$ cat config.mk
export PLATFORM = sky130hd
export DESIGN_NAME = svdc_ctrl
export DESIGN_NICKNAME = d
export VERILOG_FILES = /design/src/hw/svdc_pkg.sv /design/src/hw/svdc_sync.sv /design/src/hw/svdc_ctrl.sv
export SDC_FILE = /design/constraint.sdc
export NUM_CORES = 1
export LEC_CHECK = 0
export BUFFER_PORTS_ARGS = -buffer_cell sky130_fd_sc_hd__buf_4
export CORE_AREA = 3 3 67 69
export CTS_CLUSTER_DIAMETER = 80
export DETAILED_ROUTE_END_ITERATION = 10
export DIE_AREA = 0 0 70 72
export PLACE_DENSITY = 0.79
export SLEW_MARGIN = 0
export SYNTH_ARGS = -nofsm -noshare
export SYNTH_HDL_FRONTEND = slang
export SYNTH_HIERARCHICAL = 1
export SYNTH_SLANG_ARGS = --single-unit
$ cat constraint.sdc
create_clock -name clk_i -period 3.3 [get_ports clk_i]
set_input_delay 0.33 -clock clk_i [delete_from_list [all_inputs] [get_ports clk_i]]
set_output_delay 0.33 -clock clk_i [all_outputs]
set_load 0.01 [all_outputs]
$ cat src/hw/svdc_pkg.sv
// Constants and types shared by the supply voltage detect control block
// Behaviour
// - Writing channel_detect_enable 1 turns detection on, 0 turns it off.
// - channel_detect_enable reads 0 right after power-on or external reset release.
// - Enabling while supply already below threshold responds at once.
// - channel_response_select 0 raises voltage_detect_irq, 1 asserts detection reset.
// - Interrupt mode and enabled: fall to threshold raises voltage_detect_irq.
// - Comparator transitions are passed on unfiltered; repeats near threshold allowed.
// - Detection in low-power modes gives its interrupt only after mode release.
// - Reset mode and enabled: reset held while supply stays below threshold.
// - Both control registers reset only by power-on or external reset.
// - Enabled and below threshold sets sticky_detect_flag; it holds after recovery.
// - Disabling keeps sticky_detect_flag; only a software 0 write clears it.
// - live_compare_flag follows below-threshold state while enabled, holds nothing.
// - Detections in stop or low-power modes update flags after return to run.
// - live_compare_flag leads sticky_detect_flag by at most two clock periods.
// - Each channel has a writable channel_threshold_select passed to the comparator.
// - Drop below threshold after reset release reasserts detection reset immediately.
// - Detection in the same cycle as a software clear leaves the flag set.
// - Software writes of 1 to sticky_detect_flag do nothing.
package svdc_pkg;

    // ***************************************************************
    // Sizes and addresses
    // ***************************************************************
    localparam int          SVDC_NCH             = 2;
    localparam int          SVDC_ADR_W           = 16;
    localparam int          SVDC_DAT_W           = 32;
    localparam logic [11:0] SVDC_IDX_FLAGS_LEVEL = 12'hFC6;
    localparam logic [11:0] SVDC_IDX_MODE_ENABLE = 12'hFC7;
    localparam logic [15:0] SVDC_ADR_FLAGS_LEVEL = {2'h0, SVDC_IDX_FLAGS_LEVEL, 2'h0};
    localparam logic [15:0] SVDC_ADR_MODE_ENABLE = {2'h0, SVDC_IDX_MODE_ENABLE, 2'h0};

    // ***************************************************************
    // Field positions, per channel stride
    // ***************************************************************
    localparam int SVDC_F1_LVL    = 0;
    localparam int SVDC_F1_LIVE   = 2;
    localparam int SVDC_F1_STICKY = 3;
    localparam int SVDC_F1_STRIDE = 4;
    localparam int SVDC_F2_EN     = 0;
    localparam int SVDC_F2_MODE   = 1;
    localparam int SVDC_F2_STRIDE = 2;
    localparam int SVDC_F2_SPARE  = 4;

    // ***************************************************************
    // Reset values and encodings
    // ***************************************************************
    localparam logic [3:0] SVDC_LVL_RST   = 4'h8;
    localparam logic [1:0] SVDC_SPARE_RST = 2'h0;
    localparam logic       SVDC_MODE_IRQ  = 1'b0;
    localparam logic       SVDC_MODE_RST  = 1'b1;
    localparam int         SVDC_SYNC_STG  = 2;

    // ***************************************************************
    // Types
    // ***************************************************************
    typedef struct packed {
        logic [1:0] lvl;
        logic       mode;
        logic       en;
    } svdc_chan_cfg_s;

    typedef enum logic [2:0] {
        SVDC_LP_NORMAL,
        SVDC_LP_SLOW,
        SVDC_LP_MODE_A,
        SVDC_LP_MODE_B,
        SVDC_LP_STOP
    } svdc_lp_e;

endpackage

$ cat src/hw/svdc_sync.sv
// Two-stage synchroniser for asynchronous comparator levels
`timescale 1ns/1ps
`default_nettype none

module svdc_sync
    import svdc_pkg::*;
#(
    parameter int WIDTH = SVDC_NCH
) (
    input  wire logic             clk_i,
    input  wire logic             rst_i,
    input  wire logic [WIDTH-1:0] async_i,
    output logic      [WIDTH-1:0] sync_o
);

    // ***************************************************************
    // Metastability stages
    // ***************************************************************
    // First stage feeds only the second one
    logic [WIDTH-1:0] meta_q;

    always_ff @(posedge clk_i) begin
        if (rst_i) begin
            meta_q <= '0;
            sync_o <= '0;
        end else begin
            meta_q <= async_i;
            sync_o <= meta_q;
        end
    end

endmodule

`default_nettype wire

$ cat src/hw/svdc_ctrl.sv
// Supply voltage detect control: registers, flags, interrupt and reset
`timescale 1ns/1ps
`default_nettype none

module svdc_ctrl
    import svdc_pkg::*;
(
    input  wire logic                  clk_i,
    input  wire logic                  rst_i,
    // Wishbone classic slave
    input  wire logic [SVDC_ADR_W-1:0] adr_i,
    input  wire logic [SVDC_DAT_W-1:0] dat_i,
    output logic      [SVDC_DAT_W-1:0] dat_o,
    input  wire logic                  we_i,
    input  wire logic [3:0]            sel_i,
    input  wire logic                  cyc_i,
    input  wire logic                  stb_i,
    output logic                       ack_o,
    // Analog comparators, 1 = supply below threshold
    input  wire logic [SVDC_NCH-1:0]   cmp_below_i,
    output logic      [SVDC_NCH-1:0]   cmp_enable_o,
    output logic      [2*SVDC_NCH-1:0] cmp_level_o,
    // Low-power mode from the mode controller, same clock
    input  wire svdc_lp_e              lp_mode_i,
    // Responses
    output logic                       voltage_detect_irq_o,
    output logic                       det_reset_o
);

    // ***************************************************************
    // Functions
    // ***************************************************************
    function automatic logic reg_hit(input logic [SVDC_ADR_W-1:0] a,
                                     input logic [SVDC_ADR_W-1:0] r);
        reg_hit = (a[SVDC_ADR_W-1:2] == r[SVDC_ADR_W-1:2]);
    endfunction

    // Normal and slow modes run the core; all others are suspended
    function automatic logic core_runs(input svdc_lp_e m);
        core_runs = (m == SVDC_LP_NORMAL) || (m == SVDC_LP_SLOW);
    endfunction

    // ***************************************************************
    // Declarations
    // ***************************************************************
    svdc_chan_cfg_s [SVDC_NCH-1:0] cfg_q;
    logic           [1:0]          spare_q;
    logic           [SVDC_NCH-1:0] below_s;
    logic           [SVDC_NCH-1:0] gated_below;
    logic           [SVDC_NCH-1:0] prev_q;
    logic           [SVDC_NCH-1:0] rise;
    logic           [SVDC_NCH-1:0] pend_q;
    logic           [SVDC_NCH-1:0] detect;
    logic           [SVDC_NCH-1:0] sticky_q;
    logic           [SVDC_NCH-1:0] live_q;
    logic           [SVDC_NCH-1:0] sticky_clr;
    logic           [SVDC_NCH-1:0] irq_req;
    logic           [SVDC_NCH-1:0] rst_req;
    logic                          run;
    logic                          req;
    logic                          wr_stb;
    logic                          wr_flags;
    logic                          wr_mode;
    logic           [7:0]          flags_byte;
    logic           [7:0]          mode_byte;
    logic           [SVDC_DAT_W-1:0] rdat_d;
    logic                          ack_q;
    logic           [SVDC_DAT_W-1:0] rdat_q;
    logic                          irq_q;
    logic                          det_rst_q;

    assign run = core_runs(lp_mode_i);

    // ***************************************************************
    // Comparator synchronisation
    // ***************************************************************
    svdc_sync #(
        .WIDTH (SVDC_NCH)
    ) u_sync (
        .clk_i   (clk_i),
        .rst_i   (rst_i),
        .async_i (cmp_below_i),
        .sync_o  (below_s)
    );

    // ***************************************************************
    // Bus decode
    // ***************************************************************
    // Only byte lane 0 holds register bits; other lanes ignored
    assign req      = cyc_i & stb_i & ~ack_q;
    assign wr_stb   = req & we_i & sel_i[0];
    assign wr_flags = wr_stb & reg_hit(adr_i, SVDC_ADR_FLAGS_LEVEL);
    assign wr_mode  = wr_stb & reg_hit(adr_i, SVDC_ADR_MODE_ENABLE);

    always_ff @(posedge clk_i) begin
        if (rst_i) begin
            ack_q <= 1'b0;
        end else begin
            ack_q <= req;
        end
    end

    always_ff @(posedge clk_i) begin
        if (rst_i) begin
            rdat_q <= '0;
        end else if (req) begin
            rdat_q <= rdat_d;
        end
    end

    // ***************************************************************
    // Read data assembly
    // ***************************************************************
    always_comb begin
        flags_byte = 8'h00;
        mode_byte  = 8'h00;
        for (int c = 0; c < SVDC_NCH; c++) begin
            flags_byte[c*SVDC_F1_STRIDE+SVDC_F1_LVL +: 2] = cfg_q[c].lvl;
            flags_byte[c*SVDC_F1_STRIDE+SVDC_F1_LIVE]     = live_q[c];
            flags_byte[c*SVDC_F1_STRIDE+SVDC_F1_STICKY]   = sticky_q[c];
            mode_byte[c*SVDC_F2_STRIDE+SVDC_F2_EN]        = cfg_q[c].en;
            mode_byte[c*SVDC_F2_STRIDE+SVDC_F2_MODE]      = cfg_q[c].mode;
        end
        // Bits 7:6 stay zero
        mode_byte[SVDC_F2_SPARE +: 2] = spare_q;
    end

    always_comb begin
        rdat_d = '0;
        if (reg_hit(adr_i, SVDC_ADR_FLAGS_LEVEL)) begin
            rdat_d[7:0] = flags_byte;
        end else if (reg_hit(adr_i, SVDC_ADR_MODE_ENABLE)) begin
            rdat_d[7:0] = mode_byte;
        end else begin
            // Unmapped: acknowledged, reads zero, writes dropped
            rdat_d = '0;
        end
    end

    // ***************************************************************
    // Spare control bits
    // ***************************************************************
    always_ff @(posedge clk_i) begin
        if (rst_i) begin
            spare_q <= SVDC_SPARE_RST;
        end else if (wr_mode) begin
            spare_q <= dat_i[SVDC_F2_SPARE +: 2];
        end
    end

    // ***************************************************************
    // Per channel logic
    // ***************************************************************
    genvar g;
    generate
        for (g = 0; g < SVDC_NCH; g++) begin : g_ch

            // Configuration; rst_i is power-on or external reset only,
            // the detection reset output never loops back here.
            // One process per channel word keeps a single driver
            always_ff @(posedge clk_i) begin
                if (rst_i) begin
                    cfg_q[g].en   <= 1'b0;
                    cfg_q[g].mode <= SVDC_MODE_IRQ;
                    cfg_q[g].lvl  <= SVDC_LVL_RST[2*g +: 2];
                end else begin
                    if (wr_mode) begin
                        cfg_q[g].en   <= dat_i[g*SVDC_F2_STRIDE+SVDC_F2_EN];
                        cfg_q[g].mode <= dat_i[g*SVDC_F2_STRIDE+SVDC_F2_MODE];
                    end
                    if (wr_flags) begin
                        cfg_q[g].lvl <= dat_i[g*SVDC_F1_STRIDE+SVDC_F1_LVL +: 2];
                    end
                end
            end

            // Enable gates the comparator; enabling while already below
            // yields a fresh edge at once
            assign gated_below[g] = cfg_q[g].en & below_s[g];
            // Every edge counts, no debounce, so chatter repeats requests
            assign rise[g]        = gated_below[g] & ~prev_q[g];

            always_ff @(posedge clk_i) begin
                if (rst_i) begin
                    prev_q[g] <= 1'b0;
                end else begin
                    prev_q[g] <= gated_below[g];
                end
            end

            // Edges seen while suspended wait for the return to run
            always_ff @(posedge clk_i) begin
                if (rst_i) begin
                    pend_q[g] <= 1'b0;
                end else if (!run && rise[g]) begin
                    pend_q[g] <= 1'b1;
                end else if (run) begin
                    pend_q[g] <= 1'b0;
                end
            end

            assign detect[g] = run & (rise[g] | pend_q[g]);

            // Software clear: only a 0 in the flag bit acts
            assign sticky_clr[g] = wr_flags & ~dat_i[g*SVDC_F1_STRIDE+SVDC_F1_STICKY];

            // Detection wins over a clear in the same cycle
            always_ff @(posedge clk_i) begin
                if (rst_i) begin
                    sticky_q[g] <= 1'b0;
                end else if (detect[g]) begin
                    sticky_q[g] <= 1'b1;
                end else if (sticky_clr[g]) begin
                    sticky_q[g] <= 1'b0;
                end
            end

            // Live flag frozen while suspended, same edge as sticky set
            always_ff @(posedge clk_i) begin
                if (rst_i) begin
                    live_q[g] <= 1'b0;
                end else if (run) begin
                    live_q[g] <= gated_below[g];
                end
            end

            assign irq_req[g] = detect[g] & (cfg_q[g].mode == SVDC_MODE_IRQ);
            // Reset request is a level, not gated by low-power mode
            assign rst_req[g] = gated_below[g] & (cfg_q[g].mode == SVDC_MODE_RST);

        end
    endgenerate

    // ***************************************************************
    // Responses
    // ***************************************************************
    // Both channels share one interrupt line
    always_ff @(posedge clk_i) begin
        if (rst_i) begin
            irq_q <= 1'b0;
        end else begin
            irq_q <= |irq_req;
        end
    end

    always_ff @(posedge clk_i) begin
        if (rst_i) begin
            det_rst_q <= 1'b0;
        end else begin
            det_rst_q <= |rst_req;
        end
    end

    // ***************************************************************
    // Outputs
    // ***************************************************************
    assign ack_o                = ack_q;
    assign dat_o                = rdat_q;
    assign voltage_detect_irq_o = irq_q;
    assign det_reset_o          = det_rst_q;

    always_comb begin
        for (int c = 0; c < SVDC_NCH; c++) begin
            cmp_enable_o[c]        = cfg_q[c].en;
            cmp_level_o[2*c +: 2]  = cfg_q[c].lvl;
        end
    end

endmodule

`default_nettype wire

==> results.md, run 1 <==
* Status: finished, final reports clean
* First-pass GRT wire length at 5016 um
* FF+latch area at 660.6 um2
* CP delay by family, top: simple AND/OR/NAND/NOR gates
* Multi-input logic area at 742.0 um2
* # clock sinks at 33
* Layout area overhead at 21.45%
* Initial antenna violation count at 0
* Synth Area in XOR/XNOR at 0%
* Met3 GRT Util at 4.432%
* Fmax achieved at 563.6 MHz
* Die width at 70 um
* Pwr per Cell Area at 427.0 mW/mm2
* Total grt overflow at 0
* Slew @ Worst Pin at 0.6800 ns
* Most common cell after layout, fill and taps aside: buf_4
* Largest family of logic cells by synthesized area: simple AND/OR/NAND/NOR gates
* P_leak at 0.8492 nW
* Clock skew at 0.005434 ns
* Global placement routability congestion at 0.7380
* Critical Path Max Stage Delay at 0.74 ns
* Seq cells post-synth at 33
* Cell row count at 23
* Postcts setup bufs at 0
* Post_cts resized at 0
* Cell Area, Synth at 0.001587 mm2
* CP max-delay cell: nor4_4
* Crit path capture type: register
* CTS tree: built
* Hold-fix buffer count after cts at 0
* Syn Inst Count at 177
* Worst-path cell chain: buf_4 -> nand4b_1 -> nor4_4 -> nand3_1 -> a211oi_1
* TritonCTS buffer count at 5
* Slew HR at 54.32%
* Final min period at 1.774 ns
* Setup Crit Path Kind: input pin to register
* Detailed Route Iter0 Violations at 54
* CTS root buffer: clkbuf_8
* Post-route ant nets at 0
* DRC at 0
* Largest net degree at the start of global routing at 36
* Highest net fanout along the worst path at 14
* Worst hold margin at 0.2576 ns
* Number of global-route vias before repair at 1128
* WP buf/inv at 1
* DIE AREA at 0.005040 mm2
* Synth Area in Simple Gates at 24.37%
* Gr usage total at 12.48%
* Vias per inst at 4.750
* IO Port Bufs at 47
* Syn avg cell area at 8.963 um2
* Crit share post-route at 53.77%
* Setup TNS at 0 ns
* Worst skew pair latency at 0.28 ns
* Detail Placement HPWL at 2456 um
* Maximum vdd drop at 0.1975 mV
* Synthesized-area fraction occupied by adder cells at 0%
* Max Cap Viol at 0
* Final net count at 279
* Core area at 0.003971 mm2
* Unrepaired setup endpoints after global routing: no
* Routed len/inst at 11.91 um
* Mux cell area share after synthesis at 2.524%
* Pre-Repair DR Iteration Count at 4
* Top Ports at 103
* Yosys warning count at 6
* Synth Area in Compound Gates at 14.20%
* WP data arrival at 1.97 ns
* Critical Path RT at 3.49 ns
* Filler cell count at 384
* Number of diodes at 0
* Die Y at 72 um
* Placed cell area at 0.001826 mm2
* Final hold viol count at 0
* Most frequent cells in the layout: buf_4 (47), dfxtp_1 (33), conb_1 (24)
* CTS max path bufs at 2
* Met1 GRT Util at 13.69%
* HP Class: input pin to register
* Reg clk slew, reported paths at 0.07 ns
* Vias at 1273
* Sequential share of the synthesized area at 41.64%
* Fin. max-slew vios at 0
* # setup viols final at 0
* Share of layout cells above drive strength 1 at 28.90%
* Met2 Use GR at 22.04%
* Crit start category: input pin
* Distinct cell type count after synthesis at 33
* GR peak layer: met2
* Post-route cell area at 0.001927 mm2
* Routed WL at 3191 um
* Initial Util at 39.95%
* H-tree depth at 2
per-layer routing:
metal / vias up / routed length, um
li1: 646 / -
met2: 38 / 1652
met3: 7 / 231
met5: - / 0
met1: 582 / 1260
met4: 0 / 48
state kept, by name, indices dropped and copies added, names as in the netlist:
signal                flops
dat_o                     8
cmp_level_o               4
flags_byte                4
cfg_q                     2
cmp_enable_o              2
pend_q                    2
prev_q                    2
spare_q                   2
u_sync/meta_q             2
u_sync/sync_o             2
ack_o                     1
det_reset_o               1
voltage_detect_irq_o      1
area by class of cell:
type                            count  area share (%)
Clock buffer                        7           5.000
Clock inverter                      1          0.2597
Inverter                            2          0.3896
Multi-Input combinational cell    128           38.51
Sequential cell                    33           34.29
Tap cell                           50           3.247
Timing Repair Buffer               47           18.31
cell usage after synthesis:
master / number / area share (%)
dfxtp_1: 33 / 42
buf_4: 30 / 14
nor2_1: 17 / 4.0
a21oi_1: 16 / 5.0
nand3_1: 11 / 3.5
nand2b_1: 8 / 3.2
a211oi_1: 6 / 2.8
nand4_1: 6 / 2.4
o21ai_0: 6 / 1.9
nand2_1: 5 / 1.2
mux2i_1: 4 / 2.5
nor2b_1: 4 / 1.6
buf_2: 3 / 0.95
a31o_2: 2 / 1.1
and3b_1: 2 / 1.1
clkbuf_1: 2 / 0.47
inv_1: 2 / 0.47
nor3_1: 2 / 0.63
nor4_4: 2 / 2.7
o21ba_2: 2 / 1.3
o22a_1: 2 / 1.1
a22o_1: 1 / 0.55
and3_1: 1 / 0.39
buf_1: 1 / 0.24
buf_6: 1 / 0.71
conb_1: 1 / 0.24
nand3b_1: 1 / 0.47
nand4b_1: 1 / 0.55
nand4bb_1: 1 / 0.71
o22ai_1: 1 / 0.39
or3b_4: 1 / 0.71
or4_1: 1 / 0.47
or4b_4: 1 / 0.87
through the flow:
stage / instances / total power [mW] / worst slack (ns) / utilization [%]
5_1_grt: 268 / 0.8628 / 1.406 / 48.52
3_3_place_gp: 260 / 0.5050 / 1.286 / 45.97
4_1_cts: 268 / 0.8314 / 1.523 / 48.52
6_report: 268 / 0.8228 / 1.526 / 48.52
3_5_place_dp: 260 / 0.5067 / 1.233 / 45.97
2_1_floorplan: 200 / 0.4851 / 1.648 / -
cells by family (layout without fill, tap and decap cells):
| group | Yosys count | after routing |
|---|---|---|
| mux | 4 | 4 |
| simple gates | 64 | 64 |
| flops | 33 | 33 |
| compound gates | 36 | 36 |
| other cells | 1 | 24 |
| buf+inv | 39 | 57 |
report_power, final:
| group | leakage (nW) | internal (mW) | switching, mW | total (mW) |
|---|---|---|---|---|
| clock network | 0.0542 | 0.188 | 0.136 | 0.325 |
| registers | 0.268 | 0.407 | 0.00345 | 0.410 |
| logic | 0.527 | 0.0406 | 0.0471 | 0.0878 |
| total | 0.849 | 0.636 | 0.187 | 0.823 |
final timing paths:
check	slack, ns	start	endpoint	depth (start not counted)
min reg2reg	0.44	u_sync/meta_q[0]$_SDFF_PP0_	u_sync/sync_o[0]$_SDFF_PP0_	1
max reg2reg	1.54	ack_o$_SDFF_PP0_	cmp_level_o[1]$_SDFFE_PP0P_	4
max	1.53	adr_i[5]	dat_o[0]$_SDFFE_PP0N_	5
min	0.26	cmp_below_i[1]	u_sync/meta_q[1]$_SDFF_PP0_	2
(Power assumes the default switching activity.)
==> inputs of run 2 (changes only) <==
- ABC_AREA: not set -> 1
- CORE_AREA: 3 3 67 69 -> 3 3 69 71
- DIE_AREA: 0 0 70 72 -> 0 0 72 74
- PLACE_DENSITY: 0.79 -> 0.78
- clock period: 3.3 -> 1.8 ns (I/O delays scaled with it)
==> run 2 against run 1 <==
Via count up 9.3%. Clock skew down 0.0018 ns. Combinational power up 100%. Highest routed layer unchanged. Setup slack worse by 0.94 ns. Critical path type is now register to register. Wire length up 8.3%. Design area up 7.4%. Sequential share of layout area down 2.4 points. Hold slack worse by 0.17 ns. Critical path depth up 2. Synthesized area up 6.3%.
==> results.md, run 2 <==
* Status: finished, final reports clean
* CTS tree: built
* Asr flop ratio synth at 0% (unchanged)
* Combinational group share of total power at 10.0% (-0.7 points)
* Top Ports at 103 (unchanged)
* Final hold viol count at 0 (unchanged)
* Maximum vdd drop at 0.4081 mV (+110%)
* Yosys warning count at 6 (unchanged)
* Clock skew at 0.003664 ns (-0.001769 ns)
* Initial antenna violation count at 0 (unchanged)
* WP data arrival at 1.43 ns (-0.54 ns)
* Count leader, synth: nand2_1
* Final net count at 333 (+19%)
* Fmax achieved at 824.7 MHz
* Largest net degree at the start of global routing at 24 (-33%)
* Filler cell count at 431 (+12%)
* Initial Util at 39.28% (-0.67 points)
* Postcts setup bufs at 0 (unchanged)
* Reg clk slew, reported paths at 0.07 ns (about the same)
* Seq cells post-synth at 33 (unchanged)
* Post_cts resized at 0 (unchanged)
* Number of global-route vias before repair at 1325 (+17%)
* Syn avg cell area at 7.397 um2 (-17%)
* Distinct cell type count after synthesis at 26 (-21%)
* Share of layout cells above drive strength 1 at 26.84% (-2.1 points)
* Most frequent cells in the layout: buf_4 (47), nand2_1 (39), nor2_1 (33), dfxtp_1 (33), inv_1 (28)
* Crit share post-route at 67.37%
* NetSw at 379.8 uW (+100%)
* DP Cell Count at 316 (+22%)
* Top cells by count, synth: nand2_1 (39), dfxtp_1 (33), nor2_1 (33), buf_4 (31), inv_1 (28)
* Final Util at 48.19% (-0.33 points)
* Pre-Repair DR Iteration Count at 4 (unchanged)
* WP buf/inv at 2 (+1)
* TritonCTS buffer count at 5 (unchanged)
* CP max-delay cell: dfxtp_1
* First-pass GRT wire length at 5671 um (+13%)
* Die width at 72 um (+2.9%)
* Largest cells by area after synthesis: dfxtp_1 (39%), buf_4 (14%), nand2_1 (8.7%), nor2_1 (7.3%), inv_1 (6.2%)
* CTS root buffer: clkbuf_8
* Sequential share of the synthesized area at 39.17% (-2.5 points)
* Core area at 0.004294 mm2 (+8.1%)
* Cell row count at 24 (+4.3%)
* Worst skew pair latency at 0.29 ns (about the same)
* H-tree depth at 2 (unchanged)
* Hold-fix buffer count after cts at 0 (unchanged)
* Crit start category: register
* Total grt overflow at 0 (unchanged)
* Crit path capture type: register
* CTS max path bufs at 2 (unchanged)
* Int Pwr at 1.375 mW (+120%)
* Clk pwr share at 46.9% (+7.4 points)
* Ys flop type: dfxtp_1
* Setup TNS at 0 ns (unchanged)
* EDFF count, synth at 0 (unchanged)
* Routed len/inst at 10.66 um (-10%)
* Final min period at 1.213 ns
* Highest net fanout along the worst path at 7 (-7)
* Switching fraction of total power at 21.64% (-1.1 points)
* Worst-path cell chain: inv_1 -> nand3_2 -> nor2_8 -> nand3_4 -> inv_2 -> nand2_1 -> a21oi_1
* IO Port Bufs at 47 (unchanged)
* Cell Count, Final, Fillers Out at 324 (+21%)
* Unrepaired setup endpoints after global routing: no
* Routed WL at 3455 um (+8.3%)
* DIE AREA at 0.005328 mm2 (+5.7%)
* Vias per inst at 4.296 (-9.6%)
* Most common cell after layout, fill and taps aside: buf_4
* Critical Path Max Stage Delay at 0.31 ns (-0.43 ns)
* Power share of the sequential group at 43.1% (-6.8 points)
* Leading area contributor after synthesis: dfxtp_1
* DRC at 0 (unchanged)
* Max Cap Viol at 0 (unchanged)
* # clock sinks at 33 (unchanged)
* CP delay by family, top: simple AND/OR/NAND/NOR gates
* Detail Placement HPWL at 2639 um (+7.5%)
* P_leak at 1.050 nW (+24%)
* Cell Area, Synth at 0.001687 mm2 (+6.3%)
* Setup Crit Path Kind: register to register
* Layout area overhead at 22.70%
* Syn Inst Count at 228 (+29%)
* Global placement routability congestion at 0.7466 (+1.2%)
* Number of diodes at 0 (unchanged)
* Pwr per Cell Area at 848.0 mW/mm2 (+99%)
* Die Y at 74 um (+2.8%)
* Detailed Route Iter0 Violations at 71 (+31%)
* Critical Path RT at 2.02 ns (-1.47 ns)
* # setup viols final at 0 (unchanged)
* Top cell type's share of synthesized area at 39.17% (-2.5 points)
* Largest register FFs at 8 (unchanged)
* HP Class: input pin to register
* Gr usage total at 13.66% (+1.2 points)
* Vias at 1392 (+9.3%)
* Fin. max-slew vios at 0 (unchanged)
* Post-route ant nets at 0 (unchanged)
==> run 2: changes by cell type after synthesis, sizes merged, moves of 3 or more <==
cell	before	now
inv	2	31
nand2b	8	0
nand3	11	18
a211oi	6	0
nand2	5	44
nor2	17	39
nand4	6	3
mux2i	4	0
nor2b	4	0
buf	35	32
==> run 2: path summary, 6_finish.rpt <==
path	start	to	slack (ns)	cells after the start
setup / recovery	ack_o$_SDFF_PP0_	cfg_q[1]$_SDFFE_PP0P_	0.59	7
hold / removal	cmp_below_i[0]	u_sync/meta_q[0]$_SDFF_PP0_	0.09	3
setup reg to reg	ack_o$_SDFF_PP0_	cfg_q[1]$_SDFFE_PP0P_	0.59	7
hold reg to reg	u_sync/meta_q[0]$_SDFF_PP0_	u_sync/sync_o[0]$_SDFF_PP0_	0.40	2
==> run 2: power groups by stage <==
stage	Sequential, mW	Clock [mW]	Combinational (mW)
after floorplan	0.778	0	0.126
final	0.757	0.822	0.176
after detailed placement	0.773	0	0.176
after global placement	0.772	0	0.173
after CTS	0.757	0.831	0.177
after global routing	0.759	0.857	0.196
==> run 2: routing by layer <==
metal	track usage (%)	share of wire, %	vias up	wire, um
met1	15.33	41	610	1421
met4	5.219	1.7	0	59
met3	4.730	7.5	6	258
met2	23.98	50	44	1714
met5	0	0	-	0
li1	-	-	732	-
==> run 2: cell families (layout without fill, tap and decap cells) <==
| family | count (synthesis) | after routing | share of synthesized area (%) |
|---|---|---|---|
| compound gates | 22 | 22 | 6.602 |
| other cells | 1 | 24 | 0.2223 |
| flops | 33 | 33 | 39.17 |
| simple gates | 107 | 107 | 31.97 |
| buf+inv | 65 | 86 | 22.03 |
==> run 2: final cells by class <==
type | count | area (um2) | area share (%)
flip-flops and latches | 33 | 660.6 | 31.92
clock buffers | 5 | 68.82 | 3.325
well taps | 52 | 65.06 | 3.144
repair buffers | 47 | 352.8 | 17.05
multi-input cells | 153 | 740.7 | 35.79
clock inverters | 3 | 65.06 | 3.144
inverters | 31 | 116.4 | 5.623
==> run 2: per-stage QoR <==
| step | worst slack [ns] | total power [mW] | hold slack, ns | instance area, um2 |
|---|---|---|---|---|
| final | 0.5874 | 1.755 | 0.08785 | 2069 |
| after global routing | 0.4575 | 1.812 | 0.09252 | 2069 |
| after CTS | 0.5634 | 1.765 | 0.08469 | 2069 |
| after detailed placement | 0.4442 | 0.9488 | 0.3876 | 1936 |
| after global placement | 0.4732 | 0.9452 | 0.3826 | 1936 |
| after floorplan | 0.6665 | 0.9041 | 0.2512 | 1773 |
==> run 2: worst register-to-register path, delay by kind of cell, from the launching register on <==
| kind | cells | cell delay (ns) |
|---|---|---|
| buf+inv | 2 | 0.20 |
| flops | 1 | 0.31 |
| compound gates | 1 | 0.12 |
| simple gates | 4 | 0.50 |
==> inputs of run 3 (changes only) <==
- ABC_AREA: 1 -> 0
- CORE_AREA: 3 3 69 71 -> 3 3 67 69
- DIE_AREA: 0 0 72 74 -> 0 0 70 72
- PLACE_DENSITY: 0.78 -> 0.79
- clock period: 1.8 -> 1.25 ns (I/O delays scaled with it)
==> run 3 against run 2 <==
The run now ends with setup timing left. Clock skew grew 0.0025 ns. Combinational power grew 55%. Wire length grew 6.1%. Sequential power grew 43%. Design area grew 3.1%. Non-clock buffer count grew 16. Sequential cell count is the same. Sequential share of layout area shrank 0.90 points. Power grew 22%. Critical endpoint is now spare_q[0]$_SDFFE_PP0P_.
==> results.md, run 3 (synthesis results as in run 1) <==
* Flop2flop setup slack at 0.01 ns (-0.58 ns)
* Multi-input logic area at 818.3 um2 (+10%)
* Max Cap Viol at 0 (unchanged)
* Routed WL at 3667 um (+6.1%)
* DP Cell Count at 273 (-14%)
* Number of diodes at 0 (unchanged)
* Fin. max-slew vios at 0 (unchanged)
* # setup viols final at 2 (+2)
* CP delay by family, top: simple AND/OR/NAND/NOR gates
* Routed len/inst at 12.91 um (+21%)
* Filler cell count at 383 (-11%)
* WHS Path Cells at 2 (-1)
* NetSw at 502.0 uW (+32%)
* Share of layout cells above drive strength 1 at 39.74% (+13 points)
* Gr usage total at 14.36% (+0.70 points)
* CTS root buffer: clkbuf_8
* Most frequent cells in the layout: buf_4 (59), dfxtp_1 (32), conb_1 (24)
* Clock skew at 0.006134 ns (+0.002470 ns)
* TritonCTS buffer count at 5 (unchanged)
* Fmax achieved at 791.4 MHz
* Most common cell after layout, fill and taps aside: buf_4
* FF+latch area at 661.9 um2 (+0.19%)
* Cell row count at 23 (-4.2%)
* CTS max path bufs at 2 (unchanged)
* Worst-path cell chain: buf_6 -> or3b_4 -> or4_4 -> o21ai_2 -> a21oi_1
* Die Y at 72 um (-2.7%)
* Status: finished, violations left
* Critical Path RT at 1.41 ns (-0.61 ns)
* Total grt overflow at 0 (unchanged)
* Largest net degree at the start of global routing at 29 (+21%)
* Worst hold margin at 0.05470 ns (-0.03315 ns)
* Setup ws final at -0.01364 ns (-0.6011 ns)
* Crit share post-route at 101.1%
* Switching fraction of total power at 23.40% (+1.8 points)
* Combinational group share of total power at 12.7% (+2.7 points)
* CP max-delay cell: or4_4
* Layout area overhead at 34.46%
* Worst skew pair latency at 0.28 ns (about the same)
* P_leak at 0.9337 nW (-11%)
* Clk pwr share at 36.7% (-10 points)
* Vias per inst at 4.764 (+11%)
* Maximum vdd drop at 0.5471 mV (+34%)
* Final net count at 296 (-11%)
* Crit path capture type: register
* Pre-Repair DR Iteration Count at 4 (unchanged)
* Final min period at 1.264 ns
* CTS tree: built
* Initial Util at 39.95% (+0.67 points)
* Core area at 0.003971 mm2 (-7.5%)
* Final hold viol count at 0 (unchanged)
* Detail Placement HPWL at 2714 um (+2.8%)
* First-pass GRT wire length at 5706 um (+0.62%)
* Largest register FFs at 8 (unchanged)
* Number of global-route vias before repair at 1298 (-2.0%)
* Hold Path End: u_sync/meta_q[0]$_SDFF_PP0_
* Tot Pwr at 2.145 mW (+22%)
* Post-route ant nets at 0 (unchanged)
* Crit start category: input pin
* # clock sinks at 33 (unchanged)
* Failing checks: setup timing
* Initial antenna violation count at 0 (unchanged)
* Pwr per Cell Area at 1006 mW/mm2 (+19%)
* Min-delay src: cmp_below_i[0]
* WP data arrival at 1.43 ns (about the same)
* WP buf/inv at 1 (-1)
* DIE AREA at 0.005040 mm2 (-5.4%)
* Hold-fix buffer count after cts at 0 (unchanged)
* Slew HR at 65.71%
* Detailed Route Iter0 Violations at 103 (+45%)
* Slew @ Worst Pin at 0.5125 ns
* Dpl ws at -0.3135 ns (-0.7577 ns)
* Unrepaired setup endpoints after global routing: yes
* HP Class: input pin to register
* Highest net fanout along the worst path at 6 (-1)
* Reg2Reg Launch Point: ack_o$_SDFF_PP0_
* Power share of the sequential group at 50.6% (+7.5 points)
* Die width at 70 um (-2.8%)
* Global placement routability congestion at 0.7195 (-3.6%)
* Setup Crit Path Kind: input pin to register
* Worst reg2reg path endpoint: cmp_level_o[1]$_SDFFE_PP0P_
* Vias at 1353 (-2.8%)
* Cell Count, Final, Fillers Out at 284 (-12%)
* Final Util at 53.72% (+5.5 points)
* Critical Path Max Stage Delay at 0.60 ns (+0.29 ns)
* Int Pwr at 1.643 mW (+20%)
* DRC at 0 (unchanged)
* Reg clk slew, reported paths at 0.06 ns (about the same)
* H-tree depth at 2 (unchanged)
* Top Ports at 103 (unchanged)
* Number of cells on the worst reg-to-reg path at 4 (-3)
* IO Port Bufs at 47 (unchanged)
==> run 3: repair_timing <==
item / CTS / global route
hold endpoints to repair: 0 / 0
setup buffers: 1 / 2
endpoints found under the setup margin: 8 / 12
pin swaps: 5 / 2
cloned: 1 / 0
resized for setup: 3 / 7
==> run 3: per-layer routing <==
layer	routed length (um)	track usage, %
met5	0	0
met1	1454	16.01
met2	1933	24.97
met4	40	5.106
met3	239	5.679
==> run 3: worst max path at each step <==
stage	from	to	slack, ns	depth (start not counted)
after floorplan	adr_i[7]	spare_q[1]$_SDFFE_PP0P_	-0.14	4
after global placement	adr_i[7]	cfg_q[1]$_SDFFE_PP0P_	-0.29	5
after detailed placement	adr_i[7]	spare_q[0]$_SDFFE_PP0P_	-0.31	5
after CTS	adr_i[6]	spare_q[0]$_SDFFE_PP0P_	-0.001	5
after global routing	adr_i[6]	dat_o[0]$_SDFFE_PP0N_	-0.05	7
final	adr_i[6]	spare_q[0]$_SDFFE_PP0P_	-0.01	5
==> run 3: area by class of cell <==
class	instances	area share, %
Clock buffer	7	4.047
Inverter	2	0.3519
Multi-Input combinational cell	129	38.36
Sequential cell	33	31.03
Tap cell	50	2.933
Timing Repair Buffer	63	23.28
==> run 3: per-stage QoR <==
stage,area [um2],setup TNS [ns]
after detailed placement,1978,-4.659
after CTS,2088,-0.001183
final,2133,-0.01551
after global routing,2133,-0.2582
after floorplan,1728,-1.527
after global placement,1978,-4.198
==> run 3: power groups by stage <==
stage	clock network (mW)	registers, mW	logic (mW)
finish	0.788	1.08	0.273
global route	0.875	1.09	0.299
CTS	0.806	1.08	0.263
detailed placement	0	1.11	0.255
global placement	0	1.11	0.251
floorplan	0	1.11	0.175
